<file path="src/timer16_pkg.sv">
package timer16_pkg;

  // ****************************************************************
  // register map, byte addresses on the apb bus
  // ****************************************************************
  localparam logic [11:0] ADDR_CLOCK_CONTROL = 12'h000;
  localparam logic [11:0] ADDR_FORCE_CONTROL = 12'h004;
  localparam logic [11:0] ADDR_COUNT_LOW     = 12'h008;
  localparam logic [11:0] ADDR_COUNT_HIGH    = 12'h00C;

  // ****************************************************************
  // field positions and reset values
  // ****************************************************************
  localparam int          CLOCK_SEL_LSB   = 0;
  localparam int          CLOCK_SEL_MSB   = 2;
  localparam int          FORCE_A_BIT     = 7;
  localparam int          FORCE_B_BIT     = 6;
  localparam int          FORCE_C_BIT     = 5;
  localparam logic [2:0]  CLOCK_SEL_RESET = 3'h0;
  localparam logic [15:0] COUNT_RESET     = 16'h0000;
  localparam logic [7:0]  TEMP_RESET      = 8'h00;
  localparam logic [31:0] READ_ZERO       = 32'h0000_0000;

  // ****************************************************************
  // clock source codes and prescaler taps
  // ****************************************************************
  localparam logic [2:0] SRC_STOPPED  = 3'h0;
  localparam logic [2:0] SRC_DIV1     = 3'h1;
  localparam logic [2:0] SRC_DIV8     = 3'h2;
  localparam logic [2:0] SRC_DIV64    = 3'h3;
  localparam logic [2:0] SRC_DIV256   = 3'h4;
  localparam logic [2:0] SRC_DIV1024  = 3'h5;
  localparam logic [2:0] SRC_EXT_FALL = 3'h6;
  localparam logic [2:0] SRC_EXT_RISE = 3'h7;

  localparam int PRESCALE_BITS = 10;
  localparam int TAP_COUNT     = 4;
  // log2 of the divisors 8, 64, 256, 1024
  localparam int TAP_LOG2 [TAP_COUNT] = '{3, 6, 8, 10};

  // ****************************************************************
  // waveform modes without pwm
  // ****************************************************************
  localparam logic [3:0] MODE_NORMAL              = 4'h0;
  localparam logic [3:0] MODE_CLEAR_ON_MATCH_A    = 4'h4;
  localparam logic [3:0] MODE_CLEAR_ON_MATCH_CAPT = 4'hC;

  typedef struct packed {
    logic [2:0] match;    // a, b, c
    logic [5:0] setting;  // a[5:4], b[3:2], c[1:0]
  } force_event_t;

endpackage : timer16_pkg

</file>
<file path="src/timer16_prescaler.sv">
`timescale 1ns/100ps
module timer16_prescaler (
  input  wire logic                             pclk,
  input  wire logic                             presetn,
  output logic [timer16_pkg::TAP_COUNT-1:0]     tap_tick
);

  logic [timer16_pkg::PRESCALE_BITS-1:0] div_q;
  logic [timer16_pkg::PRESCALE_BITS-1:0] div_d;

  always_comb begin
    div_d = div_q + 1'b1;
  end

  always_ff @(posedge pclk or negedge presetn) begin
    if (!presetn) begin
      div_q <= '0;
    end else begin
      div_q <= div_d;
    end
  end

  // one pulse each time the low bits wrap
  for (genvar i = 0; i < timer16_pkg::TAP_COUNT; i++) begin : g_tap
    assign tap_tick[i] = &div_q[timer16_pkg::TAP_LOG2[i]-1:0];
  end
endmodule : timer16_prescaler

</file>
<file path="src/timer16_edge_detect.sv">
`timescale 1ns/100ps
module timer16_edge_detect (
  input  wire logic pclk,
  input  wire logic presetn,
  input  wire logic pin_in,
  output logic      rise_q,
  output logic      fall_q
);

  logic [1:0] sync_q;
  logic [1:0] sync_d;
  logic       prev_q;
  logic       prev_d;
  logic       rise_d;
  logic       fall_d;

  // only the second stage is looked at
  always_comb begin
    sync_d = {sync_q[0], pin_in};
    prev_d = sync_q[1];
    rise_d = sync_q[1] & ~prev_q;
    fall_d = ~sync_q[1] & prev_q;
  end

  always_ff @(posedge pclk or negedge presetn) begin
    if (!presetn) begin
      sync_q <= 2'h0;
      prev_q <= 1'b0;
      rise_q <= 1'b0;
      fall_q <= 1'b0;
    end else begin
      sync_q <= sync_d;
      prev_q <= prev_d;
      rise_q <= rise_d;
      fall_q <= fall_d;
    end
  end
endmodule : timer16_edge_detect

</file>
<file path="src/timer16_clock_force_count.sv">
// The register addresses and register access over APB are this design's own decisions.
`timescale 1ns/100ps
// Functional notes
// - selector zero: counter receives no clock and holds its value
// - codes one to five count at clock divided by 1, 8, 64, 256, 1024
// - code six counts falling pin edges, code seven counts rising pin edges
// - pin edges count even when the pin is driven as an output
// - force strobes act only in non-pwm waveform modes
// - force write presents a match now, with the output setting held then
// - forced match raises no flag and never clears the counter
// - force bits always read back as zero
// - counter readable and writable as a high and a low byte
// - byte accesses go through a shared 8-bit high-byte latch
// - counter write suppresses compare matches on the next timer clock
module timer16_clock_force_count (
  input  wire logic                        pclk,
  input  wire logic                        presetn,
  input  wire logic                        psel,
  input  wire logic                        penable,
  input  wire logic                        pwrite,
  input  wire logic [11:0]                 paddr,
  input  wire logic [31:0]                 pwdata,
  output logic      [31:0]                 prdata,
  output logic                             pready,
  output logic                             pslverr,
  input  wire logic                        external_count_pin,
  input  wire logic [3:0]                  waveform_mode_selector,
  input  wire logic [5:0]                  compare_output_setting,
  output logic      [15:0]                 counter_value,
  output logic                             compare_suppress,
  output timer16_pkg::force_event_t        force_event
);

  // ****************************************************************
  // clock sources
  // ****************************************************************
  logic [timer16_pkg::TAP_COUNT-1:0] tap_tick;
  logic                              pin_rise;
  logic                              pin_fall;

  timer16_prescaler u_prescaler (
    .pclk     (pclk),
    .presetn  (presetn),
    .tap_tick (tap_tick)
  );

  // the pad level is sampled regardless of pin direction
  timer16_edge_detect u_edge (
    .pclk    (pclk),
    .presetn (presetn),
    .pin_in  (external_count_pin),
    .rise_q  (pin_rise),
    .fall_q  (pin_fall)
  );

  // ****************************************************************
  // apb access phase
  // ****************************************************************
  logic        access_done;
  logic        wr_done;
  logic        rd_first;
  logic        hit_clock;
  logic        hit_force;
  logic        hit_low;
  logic        hit_high;
  logic        mapped;

  // one wait state: data is prepared in the first access cycle
  assign access_done = psel & penable & pready;
  assign wr_done     = access_done & pwrite;
  assign rd_first    = psel & penable & ~pready & ~pwrite;

  always_comb begin
    hit_clock = 1'b0;
    hit_force = 1'b0;
    hit_low   = 1'b0;
    hit_high  = 1'b0;
    if (paddr == timer16_pkg::ADDR_CLOCK_CONTROL) begin
      hit_clock = 1'b1;
    end else if (paddr == timer16_pkg::ADDR_FORCE_CONTROL) begin
      hit_force = 1'b1;
    end else if (paddr == timer16_pkg::ADDR_COUNT_LOW) begin
      hit_low = 1'b1;
    end else if (paddr == timer16_pkg::ADDR_COUNT_HIGH) begin
      hit_high = 1'b1;
    end
    mapped = hit_clock | hit_force | hit_low | hit_high;
  end

  // ****************************************************************
  // registers and counter
  // ****************************************************************
  logic [2:0]                clock_sel_q;
  logic [2:0]                clock_sel_d;
  logic [7:0]                temp_q;
  logic [7:0]                temp_d;
  logic [15:0]               count_q;
  logic [15:0]               count_d;
  logic                      suppress_q;
  logic                      suppress_d;
  logic                      ready_q;
  logic                      ready_d;
  logic                      slverr_q;
  logic                      slverr_d;
  logic [31:0]               rdata_q;
  logic [31:0]               rdata_d;
  timer16_pkg::force_event_t force_q;
  timer16_pkg::force_event_t force_d;
  logic                      timer_tick;
  logic                      non_pwm;
  logic                      count_write;

  always_comb begin
    case (clock_sel_q)
      timer16_pkg::SRC_STOPPED:  timer_tick = 1'b0;
      timer16_pkg::SRC_DIV1:     timer_tick = 1'b1;
      timer16_pkg::SRC_DIV8:     timer_tick = tap_tick[0];
      timer16_pkg::SRC_DIV64:    timer_tick = tap_tick[1];
      timer16_pkg::SRC_DIV256:   timer_tick = tap_tick[2];
      timer16_pkg::SRC_DIV1024:  timer_tick = tap_tick[3];
      timer16_pkg::SRC_EXT_FALL: timer_tick = pin_fall;
      default:                   timer_tick = pin_rise;
    endcase
  end

  assign non_pwm = (waveform_mode_selector == timer16_pkg::MODE_NORMAL)
                 | (waveform_mode_selector == timer16_pkg::MODE_CLEAR_ON_MATCH_A)
                 | (waveform_mode_selector == timer16_pkg::MODE_CLEAR_ON_MATCH_CAPT);
  assign count_write = wr_done & hit_low;

  always_comb begin
    clock_sel_d = clock_sel_q;
    temp_d      = temp_q;
    count_d     = count_q;
    suppress_d  = suppress_q;
    ready_d     = psel & penable & ~pready;
    slverr_d    = psel & penable & ~pready & ~mapped;
    rdata_d     = timer16_pkg::READ_ZERO;
    force_d     = '{match: 3'h0, setting: force_q.setting};

    // a forced match never touches the count or any flag
    if (timer_tick) begin
      count_d    = count_q + 16'h0001;
      suppress_d = 1'b0;
    end
    if (wr_done && hit_clock) begin
      clock_sel_d = pwdata[timer16_pkg::CLOCK_SEL_MSB:timer16_pkg::CLOCK_SEL_LSB];
    end
    if (wr_done && hit_high) begin
      temp_d = pwdata[7:0];
    end
    // write beats a tick in the same cycle
    if (count_write) begin
      count_d    = {temp_q, pwdata[7:0]};
      suppress_d = 1'b1;
    end
    // bits 4:0 are ignored on write, software keeps them zero
    if (wr_done && hit_force && non_pwm) begin
      force_d.match   = {pwdata[timer16_pkg::FORCE_A_BIT],
                         pwdata[timer16_pkg::FORCE_B_BIT],
                         pwdata[timer16_pkg::FORCE_C_BIT]};
      force_d.setting = compare_output_setting;
    end

    if (rd_first) begin
      if (hit_clock) begin
        rdata_d = {29'h0000_0000, clock_sel_q};
      end else if (hit_low) begin
        rdata_d = {24'h00_0000, count_q[7:0]};
        temp_d  = count_q[15:8];
      end else if (hit_high) begin
        rdata_d = {24'h00_0000, temp_q};
      end
      // force register falls through as zero
    end
  end

  always_ff @(posedge pclk or negedge presetn) begin
    if (!presetn) begin
      clock_sel_q <= timer16_pkg::CLOCK_SEL_RESET;
      temp_q      <= timer16_pkg::TEMP_RESET;
      count_q     <= timer16_pkg::COUNT_RESET;
      suppress_q  <= 1'b0;
      ready_q     <= 1'b0;
      slverr_q    <= 1'b0;
      rdata_q     <= timer16_pkg::READ_ZERO;
      force_q     <= '0;
    end else begin
      clock_sel_q <= clock_sel_d;
      temp_q      <= temp_d;
      count_q     <= count_d;
      suppress_q  <= suppress_d;
      ready_q     <= ready_d;
      slverr_q    <= slverr_d;
      rdata_q     <= rdata_d;
      force_q     <= force_d;
    end
  end

  assign prdata           = rdata_q;
  assign pready           = ready_q;
  assign pslverr          = slverr_q;
  assign counter_value    = count_q;
  assign compare_suppress = suppress_q;
  assign force_event      = force_q;
endmodule : timer16_clock_force_count

</file>
<file path="config.mk">
export PLATFORM = sky130hd
export DESIGN_NAME = timer16_clock_force_count
export DESIGN_NICKNAME = d
export VERILOG_FILES = /design/src/timer16_pkg.sv /design/src/timer16_prescaler.sv /design/src/timer16_edge_detect.sv /design/src/timer16_clock_force_count.sv
export SDC_FILE = /design/constraint.sdc
export NUM_CORES = 1
export LEC_CHECK = 0
export BUFFER_PORTS_ARGS = -buffer_cell sky130_fd_sc_hd__buf_4
export CAP_MARGIN = 20
export CELL_PAD_IN_SITES_DETAIL_PLACEMENT = 1
export CELL_PAD_IN_SITES_GLOBAL_PLACEMENT = 1
export CORE_MARGIN = 2
export CORE_UTILIZATION = 33
export DETAILED_ROUTE_END_ITERATION = 8
export GPL_ROUTABILITY_DRIVEN = 0
export PLACE_DENSITY = 0.83
export SYNTH_ARGS = -nofsm -noshare
export SYNTH_HDL_FRONTEND = slang
export SYNTH_SLANG_ARGS = --single-unit
</file>
<file path="constraint.sdc">
create_clock -name pclk -period 2.01 [get_ports pclk]
set_input_delay 0.5025 -clock pclk [delete_from_list [all_inputs] [get_ports pclk]]
set_output_delay 0.5025 -clock pclk [all_outputs]
set_load 0.02 [all_outputs]
</file>
==> metrics.yaml <==
timing:
  setup_viol: 0
  rsz0062_at_grt: "no"
  report.final.slew_viol_count: 0
  period_share: 0.969
  timing.final.hold_violations: 0
  worst_slack_ns: 0.0626
  timing.fmax_mhz: 514
  period_needed_ns: 1.95
  finClkSkew_ns: 0.0100
cts:
  htree_levels: 3
  cts-root-buf: "clkbuf_8"
  clkSinkCount: 62
  clock_latency_ns: 0.34
  clk_pin_slew_ns: 0.07
  cts_tree: "yes"
  cts_buffers: 9
  clockBufferDepth: 2
floorplanning:
  boundaryPins: 120
  rows: 35
  fp.dieH_um: 100
  die-area_sq_um: 10100
  die_w_um: 100
  start_util: 0.337
  core_sq_um: 9110
setup_path:
  critPathBufInv: 1
  crit_chain: "buf_4 > or4_4 > nor4_4 > and4_4 > mux2_2"
  cp_data_required_time_ns: 2.24
  cp-endpoint: "force_event[4]"
  r2r_cells: 8
  path_delay_family: "simple AND/OR/NAND/NOR gates"
  critPathKind: "in2reg"
  crit_cells: 5
  cp-end-kind: "flop"
  arrival_ns: 2.18
  startpoint: "paddr[1]"
  cp_max_fo: 7
  max_stage_delay_ns: 0.55
  reg2reg_slack_ns: 0.14
  r2r-end: "counter_value[9]"
  rr_startpoint: "u_prescaler.div_q[0]"
  start_kind: "primary input"
  slowest_stage: "or4_4"
global_routing:
  antenna_found_initial: 0
  grt-ovfl-total: 0
  grtUsageTotal: 0.160
  grt_pass1_vias: 2512
  grt_pass1_wl_mm: 12.2
  grt_start_max_net_pins: 34
layout:
  multi_input_area_sq_um: 1360
  nets: 441
  nFillCells: 1038
  area_delta_synth_final_pct: 27.2
  regArea_sq_um: 1550
  diodes: 0
  drive_gt1_frac: 0.300
  instances_no_fill: 494
synthesis:
  synth_top_family_by_area: "simple AND/OR/NAND/NOR gates"
  yosysUniqueCellTypes: 36
  muxShareOfSynthArea: 0.0820
  synth_most_common_cell: "dfrtp_1"
  synthTopCellsByCount: "dfrtp_1 (62), nor2_1 (30), nand2_1 (27)"
  synthCells: 296
  synthXorXnorAreaFrac: 0.0628
  synth_area_leaders: "dfrtp_1 (51%), buf_4 (6.1%), xnor2_1 (5.7%)"
  synth_top_area_share: 0.506
  synth_compound_area_frac: 0.0857
  synth_seq_cells: 62
  async_flop_share: 1.00
  yosys_warnings: 0
  synthAdderAreaFrac: 0.0122
  avgSynthCellArea_sq_um: 10.4
  yosys.area.top_type: "dfrtp_1"
  ys.flop_type: "dfrtp_1"
  synth_area_sq_um: 3070
  seq_area_frac_synth: 0.506
  synth-edff-count: 0
  synthSimpleGateAreaFrac: 0.164
pwr:
  combPwrFrac: 0.078
  p_leak_nw: 1.87
  sequentialPowerShare: 0.508
  swShare: 0.246
  finalPower_w: 0.00249
  intPower_w: 0.00188
  ir_worst_vdd_uv: 521
  power_density_nw_per_um2: 639
  clkPwrFrac: 0.413
  p_sw_w: 0.000614
placement:
  hpwl_mm: 5.70
  dp.cells: 478
  port_buffers: 71
  dp_slack_ns: -0.317
drt:
  via_per_inst: 4.88
  drt.antenna.violating_nets: 0
  first_iter_violations: 78
  wl_per_cell_um: 15.6
  wl_mm: 7.69
  drt_pass1_iterations: 4
  num_vias: 2410
  drc_errors: 0
outcome:
  outcome: "finished, final reports clean"
min_path:
  hp-class: "in2async"
job:
  maxCapViolations: 0
==> layer usage <==
metal	vias up	track usage	wire length, um
met5	-	0	0
met4	0	0.0453	69
met3	7	0.0655	477
met2	77	0.276	3880
met1	1197	0.183	3260
li1	1129	-	-
==> worst min-delay path by stage <==
stage,start,endpoint,cells past startpoint
6_report,presetn,pslverr,1
2_1_floorplan,presetn,clock_sel_q[0],0
3_3_place_gp,u_edge.sync_q[0],u_edge.sync_q[1],0
5_1_grt,presetn,u_prescaler.div_q[8],1
3_5_place_dp,u_edge.sync_q[0],u_edge.sync_q[1],0
4_1_cts,presetn,pslverr,1
==> power by group through the flow <==
stage	clock (W)	combinational, W	sequential (W)
after floorplan	0	0.000114	0.00129
after global placement	0	0.000191	0.00129
after detailed placement	0	0.000196	0.00129
after CTS	0.00108	0.000197	0.00127
after global routing	0.00113	0.000213	0.00127
final	0.00103	0.000195	0.00127
==> worst reg2reg max path, stage by stage, from the launching register on <==
cell and delay [ns]:
dfrtp_1 0.40, ha_1 0.24, ha_1 0.20, nor2b_1 0.13
o211ai_1 0.20, buf_6 0.21, a211oi_1 0.11, xnor2_1 0.13
o21ai_0 0.17
==> registers in the layout (all words and copies together) (netlist names) <==
register / count
counter_value: 16
u_prescaler.div_q: 10
force_event: 9
prdata: 8
temp_q: 8
clock_sel_q: 3
u_edge.sync_q: 2
compare_suppress: 1
pready: 1
pslverr: 1
u_edge.fall_q: 1
u_edge.prev_q: 1
u_edge.rise_q: 1
==> layout by cell type, fill, tap and decap left out, types with 4 or more instances in the layout <==
cell / Yosys / routed
and2_1: 4 / 4
and3_1: 5 / 5
nand2_1: 27 / 27
mux2_2: 9 / 9
clkbuf_8: 1 / 12
conb_1: 1 / 24
xnor2_1: 20 / 20
dfrtp_1: 62 / 62
nor2_1: 30 / 30
nand3_1: 13 / 13
a2111oi_0: 4 / 4
o21ai_0: 11 / 9
mux2i_1: 15 / 15
buf_4: 25 / 78
a21oi_1: 23 / 23
==> area by class of cell <==
type / instances / share of cell area
Multi-Input combinational cell: 220 / 0.347
Clock inverter: 3 / 0.00449
Tap cell: 111 / 0.0356
Timing Repair Buffer: 82 / 0.168
Inverter: 3 / 0.00289
Sequential cell: 62 / 0.398
Clock buffer: 13 / 0.0433
==> logic make-up (layout without fill, tap and decap cells) <==
kind of cell	count (synthesis)	in the layout
simple gates	101	101
flops	62	62
compound gates	46	46
buf+inv	37	101
mux	24	24
xor+xnor	22	22
fa+ha+maj	3	3
other cells	1	24
==> what timing repair did <==
item,4_1_cts,5_1_grt
hold buffers,0,0
gates resized for setup,0,4
setup endpoints to repair,0,4
buffers inserted,0,0
==> metrics by stage <==
| step | area [sq um] | utilization | hold WS (ns) | TNS (ns) |
|---|---|---|---|---|
| final | 3900 | 0.428 | 0.0821 | 0 |
| after detailed placement | 3700 | 0.407 | 0.346 | -7.54 |
| after floorplan | 3170 | - | 0.207 | -1.53 |
| after global placement | 3700 | 0.407 | 0.335 | -5.86 |
| after global routing | 3900 | 0.428 | 0.0893 | 0 |
| after CTS | 3890 | 0.427 | 0.0870 | 0 |
(Power assumes the default switching activity.)
